===== config.mk =====
export PLATFORM = sky130hd
export DESIGN_NAME = sadc_device_flat
export DESIGN_NICKNAME = d
export VERILOG_FILES = /design/src/design/sadc_pkg.sv /design/src/design/sadc_link_if.sv /design/src/design/sadc_device.sv /design/src/flat_wrapper.sv
export VERILOG_INCLUDE_DIRS = /design/src /design/src/design
export SDC_FILE = /design/constraint.sdc
export NUM_CORES = 1
export LEC_CHECK = 0
export BUFFER_PORTS_ARGS = -buffer_cell sky130_fd_sc_hd__clkbuf_2
export CORE_UTILIZATION = 60
export CTS_BUF_LIST = sky130_fd_sc_hd__clkbuf_8
export DETAILED_ROUTE_END_ITERATION = 16
export HOLD_SLACK_MARGIN = 0.05
export PLACE_DENSITY = 0.81
export SYNTH_ARGS = -nofsm -noshare
export SYNTH_HDL_FRONTEND = slang
export SYNTH_SLANG_ARGS = --single-unit
export TNS_END_PERCENT = 20

===== constraint.sdc =====
create_clock -name core_clk -period 3.4 [get_ports core_clk]
set_input_delay 0.17 -clock core_clk [delete_from_list [all_inputs] [get_ports core_clk]]
set_output_delay 0.17 -clock core_clk [all_outputs]
set_load 0.01 [all_outputs]

===== src/design/sadc_regs.svh =====
// constants for the serial converter frame link: positions, counts, timing
`ifndef SADC_REGS_SVH
`define SADC_REGS_SVH

// ============================================================
// frame layout
`define SADC_FRAME_CLKS      5'd16
`define SADC_LEAD_ZEROS      5'd3
`define SADC_DATA_BITS       5'd8
`define SADC_DATA_FIRST_FALL 5'd4
`define SADC_DATA_LAST_FALL  5'd11
`define SADC_SAR_FIRST_RISE  5'd2
`define SADC_SAR_LAST_RISE   5'd9
`define SADC_TRACK_RISE      5'd13
`define SADC_RESULT_MSB      12
`define SADC_RESULT_LSB      5

// ============================================================
// reset values
`define SADC_RST_CODE        8'h00
`define SADC_RST_CNT         5'h00
`define SADC_RST_PIN_HIGH    1'b1
`define SADC_RST_PIN_LOW     1'b0

// ============================================================
// timing
`define SADC_CLK_NS          25
`define SADC_SCLK_PERIOD_NS  200
`define SADC_ACQ_NS          350
`define SADC_QUIET_NS        50
`define SADC_SCLK_HALF_CYC   (`SADC_SCLK_PERIOD_NS / 2 / `SADC_CLK_NS)
`define SADC_ACQ_CYC         ((`SADC_ACQ_NS + `SADC_CLK_NS - 1) / `SADC_CLK_NS)
`define SADC_QUIET_CYC       ((`SADC_QUIET_NS + `SADC_CLK_NS - 1) / `SADC_CLK_NS)
`define SADC_GAP_CYC         ((`SADC_ACQ_CYC > `SADC_QUIET_CYC) ? `SADC_ACQ_CYC : `SADC_QUIET_CYC)

`endif


===== src/design/sadc_pkg.sv =====
// types shared by both ends of the serial converter link
`default_nettype none

package sadc_pkg;

   // ============================================================
   // device frame states
   typedef enum logic [2:0] {
      SADC_DEV_IDLE  = 3'b001,
      SADC_DEV_FRAME = 3'b010,
      SADC_DEV_DONE  = 3'b100
   } sadc_dev_state_t;

   // ============================================================
   // host sequencer states
   typedef enum logic [4:0] {
      SADC_HOST_IDLE = 5'b00001,
      SADC_HOST_SEL  = 5'b00010,
      SADC_HOST_LOW  = 5'b00100,
      SADC_HOST_HIGH = 5'b01000,
      SADC_HOST_GAP  = 5'b10000
   } sadc_host_state_t;

endpackage : sadc_pkg

`default_nettype wire


===== src/design/sadc_link_if.sv =====
// three-wire link between the converter end and the host end
`default_nettype none

interface sadc_link_if;
   logic sclk;
   logic cs_n;
   logic serial_result_out_o;
   logic serial_result_out_oe;
   wire  serial_result_out;

   // ============================================================
   // pin resolution
   // no tri-state inside the chip: a released pin reads as its pull-up level
   assign serial_result_out = serial_result_out_oe ? serial_result_out_o : 1'b1;

   modport device (
      input  sclk,
      input  cs_n,
      output serial_result_out_o,
      output serial_result_out_oe
   );

   modport host (
      output sclk,
      output cs_n,
      input  serial_result_out
   );
endinterface : sadc_link_if

`default_nettype wire


===== src/design/sadc_device.sv =====
// converter end: samples on select fall, steps conversion and shifts the frame on the host clock
`default_nettype none
`include "sadc_regs.svh"

module sadc_device
   import sadc_pkg::*;
(
   input  wire logic       core_clk,
   input  wire logic       rst,
   sadc_link_if.device     link,
   input  wire logic [8:0] analog_level,
   output logic            tracking_q,
   output logic            converting_q,
   output logic [7:0]      result_q
);

   // ============================================================
   // pin synchronisers
   logic            cs_s1_q;
   logic            cs_s2_q;
   logic            cs_s3_q;
   logic            sclk_s1_q;
   logic            sclk_s2_q;
   logic            sclk_s3_q;
   logic            cs_fall;
   logic            cs_rise;
   logic            sclk_rise;
   logic            sclk_fall;

   always_ff @(posedge core_clk) begin
      if (rst) begin
         cs_s1_q   <= `SADC_RST_PIN_HIGH;
         cs_s2_q   <= `SADC_RST_PIN_HIGH;
         cs_s3_q   <= `SADC_RST_PIN_HIGH;
         sclk_s1_q <= `SADC_RST_PIN_HIGH;
         sclk_s2_q <= `SADC_RST_PIN_HIGH;
         sclk_s3_q <= `SADC_RST_PIN_HIGH;
      end else begin
         cs_s1_q   <= link.cs_n;
         cs_s2_q   <= cs_s1_q;
         cs_s3_q   <= cs_s2_q;
         sclk_s1_q <= link.sclk;
         sclk_s2_q <= sclk_s1_q;
         sclk_s3_q <= sclk_s2_q;
      end
   end

   // edges only from the second stage on, never the first
   assign cs_fall   = ~cs_s2_q & cs_s3_q;
   assign cs_rise   = cs_s2_q & ~cs_s3_q;
   assign sclk_rise = sclk_s2_q & ~sclk_s3_q;
   assign sclk_fall = ~sclk_s2_q & sclk_s3_q;

   // ============================================================
   // frame state and edge counters
   sadc_dev_state_t state_q;
   logic [4:0]      rise_cnt_q;
   logic [4:0]      fall_cnt_q;
   logic [4:0]      rise_next;
   logic [4:0]      fall_next;
   logic            in_frame;

   assign rise_next = rise_cnt_q + 5'd1;
   assign fall_next = fall_cnt_q + 5'd1;
   assign in_frame  = (state_q == SADC_DEV_FRAME);

   always_ff @(posedge core_clk) begin
      if (rst) begin
         state_q    <= SADC_DEV_IDLE;
         rise_cnt_q <= `SADC_RST_CNT;
         fall_cnt_q <= `SADC_RST_CNT;
      end else begin
         case (state_q)
            SADC_DEV_IDLE: begin
               if (cs_fall) begin
                  rise_cnt_q <= `SADC_RST_CNT;
                  fall_cnt_q <= `SADC_RST_CNT;
                  state_q    <= SADC_DEV_FRAME;
               end
            end
            SADC_DEV_FRAME: begin
               if (cs_rise) begin
                  state_q <= SADC_DEV_IDLE;
               end else begin
                  if (sclk_rise) begin
                     rise_cnt_q <= rise_next;
                  end
                  if (sclk_fall) begin
                     fall_cnt_q <= fall_next;
                     if (fall_next == `SADC_FRAME_CLKS) begin
                        state_q <= SADC_DEV_DONE;
                     end
                  end
               end
            end
            SADC_DEV_DONE: begin
               // select idled low after the frame: wait for it to rise
               if (cs_rise) begin
                  state_q <= SADC_DEV_IDLE;
               end
            end
            default: begin
               state_q <= SADC_DEV_IDLE;
            end
         endcase
      end
   end

   // ============================================================
   // track and hold, quantiser
   logic [9:0] level_rounded;
   logic [7:0] level_code;
   logic [7:0] held_q;

   // codes step midway between LSBs; top half step saturates
   assign level_rounded = {1'b0, analog_level} + 10'h001;
   assign level_code    = level_rounded[9] ? 8'hFF : level_rounded[8:1];

   always_ff @(posedge core_clk) begin
      if (rst) begin
         tracking_q <= 1'b1;
         held_q     <= `SADC_RST_CODE;
      end else if (state_q == SADC_DEV_IDLE && cs_fall) begin
         tracking_q <= 1'b0;
         held_q     <= level_code;
      end else if (in_frame && !cs_rise && sclk_rise && rise_next == `SADC_TRACK_RISE) begin
         tracking_q <= 1'b1;
      end else if (cs_rise) begin
         // an aborted frame still lets the input track again
         tracking_q <= 1'b1;
      end
   end

   // ============================================================
   // successive approximation, one bit per rising edge
   logic [7:0] sar_q;
   logic [4:0] sar_idx;
   logic [7:0] sar_trial;

   assign sar_idx   = `SADC_SAR_LAST_RISE - rise_next;
   assign sar_trial = sar_q | (8'h01 << sar_idx[2:0]);

   always_ff @(posedge core_clk) begin
      if (rst) begin
         sar_q        <= `SADC_RST_CODE;
         converting_q <= 1'b0;
         result_q     <= `SADC_RST_CODE;
      end else if (state_q == SADC_DEV_IDLE && cs_fall) begin
         sar_q        <= `SADC_RST_CODE;
         converting_q <= 1'b1;
      end else if (in_frame && !cs_rise && sclk_rise) begin
         if (rise_next >= `SADC_SAR_FIRST_RISE && rise_next <= `SADC_SAR_LAST_RISE) begin
            sar_q <= (sar_trial <= held_q) ? sar_trial : sar_q;
         end
         if (rise_next == `SADC_TRACK_RISE) begin
            converting_q <= 1'b0;
            result_q     <= sar_q;
         end
      end else if (cs_rise) begin
         converting_q <= 1'b0;
      end
   end

   // ============================================================
   // serial output shifter
   logic sdo_q;
   logic sdo_oe_q;

   assign link.serial_result_out_o  = sdo_q;
   assign link.serial_result_out_oe = sdo_oe_q;

   always_ff @(posedge core_clk) begin
      if (rst) begin
         sdo_q    <= `SADC_RST_PIN_LOW;
         sdo_oe_q <= 1'b0;
      end else if (cs_s2_q) begin
         // released on select rise and held released while high
         sdo_q    <= 1'b0;
         sdo_oe_q <= 1'b0;
      end else if (state_q == SADC_DEV_IDLE && cs_fall) begin
         sdo_q    <= 1'b0;
         sdo_oe_q <= 1'b1;
      end else if (in_frame && sclk_fall) begin
         if (fall_next == `SADC_FRAME_CLKS) begin
            sdo_q    <= 1'b0;
            sdo_oe_q <= 1'b0;
         end else if (fall_next >= `SADC_DATA_FIRST_FALL && fall_next <= `SADC_DATA_LAST_FALL) begin
            sdo_q <= sar_q[3'(`SADC_DATA_LAST_FALL - fall_next)];
         end else begin
            sdo_q <= 1'b0;
         end
      end
   end

endmodule : sadc_device

`default_nettype wire


===== src/flat_wrapper.sv =====
// flat-port wrapper written by rule: the top's interface ports become plain ports
module sadc_device_flat import sadc_pkg::*;
  (core_clk, rst, analog_level, tracking_q, converting_q, result_q, link_sclk, link_cs_n, link_serial_result_out_o, link_serial_result_out_oe);
  sadc_link_if link_i ();
  input  wire logic core_clk;
  input  wire logic rst;
  input  wire logic [8:0] analog_level;
  output logic tracking_q;
  output logic converting_q;
  output logic [7:0] result_q;
  input wire logic [$bits(link_i.sclk)-1:0] link_sclk;
  input wire logic [$bits(link_i.cs_n)-1:0] link_cs_n;
  output wire logic [$bits(link_i.serial_result_out_o)-1:0] link_serial_result_out_o;
  output wire logic [$bits(link_i.serial_result_out_oe)-1:0] link_serial_result_out_oe;
  assign link_i.sclk = link_sclk;
  assign link_i.cs_n = link_cs_n;
  assign link_serial_result_out_o = link_i.serial_result_out_o;
  assign link_serial_result_out_oe = link_i.serial_result_out_oe;
  sadc_device u_core (.core_clk(core_clk), .rst(rst), .link(link_i), .analog_level(analog_level), .tracking_q(tracking_q), .converting_q(converting_q), .result_q(result_q));
endmodule

==> results of run 1 <==
## cells in the mapped netlist, types with 4 or more instances
cell / n / area [um2]
a21o_1: 7 / 52.6
a21oi_1: 24 / 120
a221oi_1: 5 / 43.8
a31oi_1: 5 / 31.3
clkbuf_1: 6 / 22.5
dfxtp_1: 47 / 941
ha_1: 19 / 238
inv_1: 25 / 93.8
mux2i_1: 8 / 80.1
nand2_1: 24 / 90.1
nand3_1: 14 / 70.1
nor2_1: 21 / 78.8
nor2b_1: 4 / 25.0
nor3_1: 6 / 30.0
o21ai_0: 5 / 25.0
or2_2: 6 / 37.5
xnor2_1: 9 / 78.8
xor2_1: 4 / 35.0
## flip-flops by register name, indices dropped and copies added (netlist names), 3 cells and up
register           count
u_core.held_q          8
u_core.result_q        8
u_core.sar_q           8
u_core.fall_cnt_q      5
u_core.rise_cnt_q      5
u_core.state_q         3
## where the power goes
part	leakage (nW)	internal [mW]	switching [mW]
Sequential	0.382	0.560	0.00635
Clock	0.0587	0.223	0.199
Combinational	0.671	0.0311	0.0410
## cell type report
type                            count  share of cell area
Multi-Input combinational cell    202               0.514
Sequential cell                    47               0.336
Timing Repair Buffer               27              0.0526
Inverter                           25              0.0334
Clock buffer                        5              0.0245
Tap cell                           50              0.0223
Clock inverter                      3              0.0169
## per-stage QoR
stage | hold slack [ns] | area (um2) | utilization | std cells
detailed placement | 0.355 | 2670 | 0.667 | 349
global route | 0.220 | 2810 | 0.702 | 359
CTS | 0.199 | 2810 | 0.701 | 359
global placement | 0.353 | 2670 | 0.667 | 349
finish | 0.194 | 2810 | 0.702 | 359
floorplan | 0.274 | 2500 | - | 281
## final timing paths
path                                      startpoint               end  slack (ns)  depth (start not counted)
worst max-delay path            u_core.rise_cnt_q[1]   u_core.sar_q[0]        0.23                         12
worst min-delay path                 analog_level[2]  u_core.held_q[1]        0.19                          3
worst max register to register  u_core.rise_cnt_q[1]   u_core.sar_q[0]        0.23                         12
worst min register to register        u_core.cs_s1_q    u_core.cs_s2_q        0.42                          1
## cell families (layout without fill, tap and decap cells)
group                    count (synthesis)  in the layout  synth area share
XOR/XNOR                                13             13            0.0455
AO/OA/AOI/OAI                           59             59             0.161
multiplexers                            10             10            0.0500
buffers and inverters                   32             60            0.0495
adder cells (fa/ha/maj)                 19             19            0.0950
AND/OR/NAND/NOR                        101            101             0.223
flip-flops                              47             47             0.376
## what timing repair did
action,CTS,global route
gates resized for setup,0,2
hold buffers,2,0
endpoints found under the hold margin,2,0
setup endpoints to repair,0,1
## worst max-delay path, cell delays in order, from the launching register on
cell and delay, ns:
dfxtp_2 0.41, ha_1 0.20, xor2_1 0.24, inv_1 0.14, ha_1 0.31, inv_1 0.07
a21o_1 0.18, ha_1 0.35, a21oi_1 0.17, a31oi_1 0.10, a211oi_1 0.27, o211ai_2 0.25
a2111oi_4 0.38
## metal layers
layer | share of wire | vias to the layer above | wire length (um)
met1 | 0.48 | 966 | 2440
met3 | 0.032 | 7 | 162
met5 | 0 | - | 0
li1 | - | 1044 | -
met4 | 0.014 | 0 | 72
met2 | 0.48 | 29 | 2430
==> run summary, run 1 <==
The run finished with clean final reports. The die height is 66.6 um. The sequential share of the synthesized area is 0.376. The leakage component of the power came out at 1.11 nW.

The via count of the first global-routing pass is 1949. Wires add up to 5100 um. Setup repair after global routing left no endpoint under its margin. The worst-case setup margin in the final layout came out at 0.234 ns.

The number of buffers created by CTS is 5. The overall power after layout came out at 1.06 mW. Entering global routing, the biggest net connects 40 pins. The hold violation count in the final report came out at 0. The number of nets in the layout is 340. The endpoint type of the worst setup path is a flip-flop. The area added between synthesis and finish is 12.2%.

The clock tree from TritonCTS is yes. Summing all multi-input logic gate instances after layout gives 1440 um2. The core outline area came out at 4000 um2. In the global route stage, met3 resource usage came out at 0.0514.

The number of warning messages in the yosys log is 0. The first-pass detailed-route iteration total is 4. The post-synthesis area per instance came out at 8.91 um2. The global routing met2 resource utilization came out at 0.439. The maximum count of clock buffers along a single path is 2. The synthesized instance count came out at 281.

The post-synthesis instance area came out at 2500 um2. The arrival time of data at the critical path endpoint is 3.38 ns. The DRC marker count from the first detailed-route iteration came out at 64.

The overall fraction of global-route tracks in use is 0.255. In this run the most used layer during global routing was met2. Clock tree synthesis selected as its root buffer the cell clkbuf_8.

The number of filler instances in the final layout is 329. The worst slack at placement is 0.198 ns. The peak supply drop is 351 uV. For the final routed database, the setup TNS stands at 0 ns. The headroom to the max-slew limit came out at 0.463. The die covers 4430 um2. During I/O placement, the number of pins put on the boundary was 25. In the layout the commonest cells are dfxtp_1 (45), inv_1 (25), nand2_1 (24), a21oi_1 (24), clkbuf_2 (24). The timing-limited maximum frequency is 0.316 GHz.

The first global-routing pass estimated 8550 um of wire. The power per cell area came out at 378 nW/um2. The largest fanout on the critical path came out at 8. The share of final-layout standard cells stronger than drive strength 1 is 0.168.

The most frequent standard cell in the layout excluding fill and tap cells is dfxtp_1. The HPWL reported at the end of detailed placement came out at 3790 um. The distinct cell type count of the synthesized netlist came out at 43.

In the final routed layout, each cell accounts on average for 14.2 um. Clock-pin slew was measured on the worst setup and hold paths at 0.09 ns. For this run, the leading register cell type out of synthesis is dfxtp_1. The effective utilization at floorplan came out at 0.626.

The number of flops mapped to enable cells by yosys is 0. The path class of the tightest hold or removal check is in2reg. The total setup violations reported at the end of the flow is 0. The H-tree depth reported by CTS came out at 2. The cell row count came out at 23. The startpoint type of the worst setup path is a flip-flop. Clock tree synthesis found a total of 47 sinks. The part of the cycle the worst path needs is 0.931.

The number of max-slew violations in the final report is 0. The post-route clock skew is 0.00710 ns. The final antenna diode count is 0. At the end of routability-driven placement, the weighted congestion stood at 0.895. Once detail routing completed, the nets flagged for antenna violations numbered 0. The count of input and output buffers came out at 24. The number of synthesized register bits came out at 47.

The critical path start-end classification is reg2reg. The number of setup buffers added after CTS is 0. Counting every net in the synthesized netlist gives 313. After detailed routing, the number of remaining DRC violations is 0. The met1 global-route usage is 0.313. The slew at the pin closest to its max-slew limit came out at 0.805 ns. The via total after detailed routing came out at 2046. After synthesis, the share of flip-flops with an asynchronous set or reset is 0. The clock period minus worst slack is 3.17 ns. The aggregate global routing overflow is 0. The critical path required time came out at 3.61 ns. The insertion delay to the later sink of the worst-skew pair came out at 0.31 ns.

The number of antenna violations at the first check in global routing came out at 0. The number of vias per cell after detailed routing is 5.70. The overall die width is 66.6 um. The sequential cell area in the final layout came out at 943 um2.

The number of max-cap violations is 0.
Power figures use the tool's default switching activity.
==> run 2: changes to the inputs <==
- RECOVER_POWER: unset -> 25
==> run summary, run 2 (synthesis gave the netlist of run 1 again) <==
The clock edge transition at the registers on the reported setup and hold paths came out at 0.09 ns. The DRC violation count after routing came out at 0. Setup repair after global routing left no endpoint under its margin. The area added between synthesis and finish is 11.8%. The first-pass detailed-route iteration total is 4. The floorplan step defined a die boundary enclosing 4430 um2. The part of the cycle the worst path needs is 0.932.

The final antenna diode count is 0. The timing-limited maximum frequency came out at 0.316 GHz. The post-detailed-route count of antenna-violating nets came out at 0. The core outline area came out at 4000 um2.

The largest registers in the layout are u_core.held_q (8), u_core.result_q (8), u_core.sar_q (8). The hold violation count in the final report came out at 0. The share of final-layout standard cells stronger than drive strength 1 is 0.142. STA classifies the critical path startpoint as a flip-flop. The number of instances on the worst hold path came out at 3. At the later pin of the worst-skew pair, clock insertion delay measures 0.31 ns. In the post-route analysis, the smallest setup slack over all paths is 0.231 ns. The via total after detailed routing is 2048. Data on the critical path arrives at its endpoint at 3.38 ns. The setup total negative slack is 0 ns. The library cell used most frequently in the layout, excluding fill and tap cells, is dfxtp_1. Pin placement for this block handled 25 I/O pins. The flow ran to the end, and the final reports show no timing, DRC or antenna violations.

The H-tree depth reported by CTS is 2. The peak supply drop is 352 uV. The overall die width is 66.6 um. The initial utilization of the core area, before any placement, comes to 0.626. The wire length of the first global-routing pass is 8550 um. The weighted congestion reported at the end of routability-driven placement is 0.895.

The aggregate global routing overflow came out at 0. The power per cell area came out at 379 nW/um2. The post-route clock skew is 0.00807 ns. Headroom to the max-slew limit came out at 0.462.

The critical path in this run is classified as reg2reg. The number of antenna violations at the first check in global routing came out at 0. The min-delay analysis places its worst path in the category in2reg.

The startpoint identified for the worst hold timing path is analog_level[2]. Of all nets on the critical path, the largest fanout is 8. The HPWL reported at the end of detailed placement is 3790 um. The via count of the first global-routing pass was 1949. The sequential cell area in the final layout came out at 943 um2. The cell row count is 23. The post-detailed-placement cell area is 2670 um2. The count of input and output buffers came out at 24. The tree is rooted in a clkbuf_8.

The area of all placed cells without fillers is 2800 um2. The total setup violations reported at the end of the flow is 0. After the first detailed-routing iteration, the DRC count stood at 78.

The maximum count of clock buffers along a single path came out at 2. The number of max-cap violations came out at 0. The analysis attributes to cell leakage a power of 1.08 nW. The number of buffers created by CTS is 5. The final design utilization is 0.699. The number of max-slew violations in the final report was 0. The number of filler instances in the final layout came out at 332. The slew at the pin closest to its max-slew limit is 0.808 ns.

The overall fraction of global-route tracks in use came out at 0.255. The die height came out at 66.6 um. TritonCTS built the clock tree.

The final layout contains routed wiring with a total length of 5140 um. The number of nets in the layout is 340. The number of setup buffers added after CTS is 0. The overall power after layout is 1.06 mW.

The number of vias per cell after detailed routing is 5.70. The total number of clock tree sinks came out at 47. STA classifies the critical path endpoint as a flip-flop. The setup slack of the most critical reg-to-reg path is 0.23 ns. The worst-case reg-to-reg path depth came out at 12. Entering global routing, the biggest net connects 40 pins.

The detailed-route wire length per cell came out at 14.3 um. The clock period minus worst slack is 3.17 ns. The critical path required time came out at 3.61 ns. For hold timing, the worst endpoint is u_core.held_q[1]. The startpoint identified for the worst register-to-register timing path is u_core.rise_cnt_q[1]. The worst register-to-register path ends at u_core.sar_q[0]. The multi-input logic area came out at 1440 um2. The top cell types in the final layout, fill and taps aside, are dfxtp_1 (45), inv_1 (25), nand2_1 (24), a21oi_1 (24), nor2_1 (21). The worst slack at placement is 0.198 ns.
[run 2: timing repair]
action	in CTS	in global routing
gates resized for setup	0	2
hold buffers	2	0
endpoints found under the hold margin	2	0
endpoints found under the setup margin	0	1
[run 2: per-layer routing]
metal / GRT usage / vias to the layer above / share of wire
met4: 0.0878 / 0 / 0.014
met3: 0.0514 / 7 / 0.029
met5: 0 / - / 0
li1: - / 1045 / -
met2: 0.439 / 31 / 0.48
met1: 0.313 / 965 / 0.48
[run 2: cell type report]
| cell class | instances | area share |
|---|---|---|
| clock inverter | 3 | 0.0170 |
| clock buffer | 5 | 0.0246 |
| inverter | 25 | 0.0335 |
| timing repair buffer | 27 | 0.0492 |
| sequential | 47 | 0.337 |
| multi-input combinational | 202 | 0.516 |
| tap | 50 | 0.0224 |
[run 2: worst max path at each step]
stage | startpoint | endpoint | slack (ns)
4_1_cts | u_core.rise_cnt_q[1] | u_core.sar_q[0] | 0.15
6_report | u_core.rise_cnt_q[1] | u_core.sar_q[0] | 0.23
5_1_grt | u_core.rise_cnt_q[1] | u_core.sar_q[0] | 0.02
3_5_place_dp | u_core.rise_cnt_q[1] | u_core.sar_q[0] | 0.20
2_1_floorplan | u_core.rise_cnt_q[0] | u_core.sar_q[0] | 0.52
3_3_place_gp | u_core.rise_cnt_q[0] | u_core.sar_q[0] | 0.31
[run 2: per-stage QoR]
stage                     std cells  hold slack, ns
after global placement          349           0.353
after detailed placement        349           0.355
final                           359           0.195
after CTS                       359           0.199
after floorplan                 281           0.274
after global routing            359           0.220
[run 2: where the power goes]
part	switching, mW	internal [mW]
Sequential	0.00638	0.560
Clock	0.198	0.223
Combinational	0.0411	0.0311
Total	0.245	0.814
[run 2: critical path: stages, from the launching register on]
cell and delay (ns):
dfxtp_2 0.41, ha_1 0.20, xor2_1 0.24, inv_1 0.14, ha_1 0.31, inv_1 0.07
a21o_1 0.18, ha_1 0.35, a21oi_1 0.17, a31oi_1 0.10, a211oi_1 0.27, o211ai_2 0.25
a2111oi_4 0.38
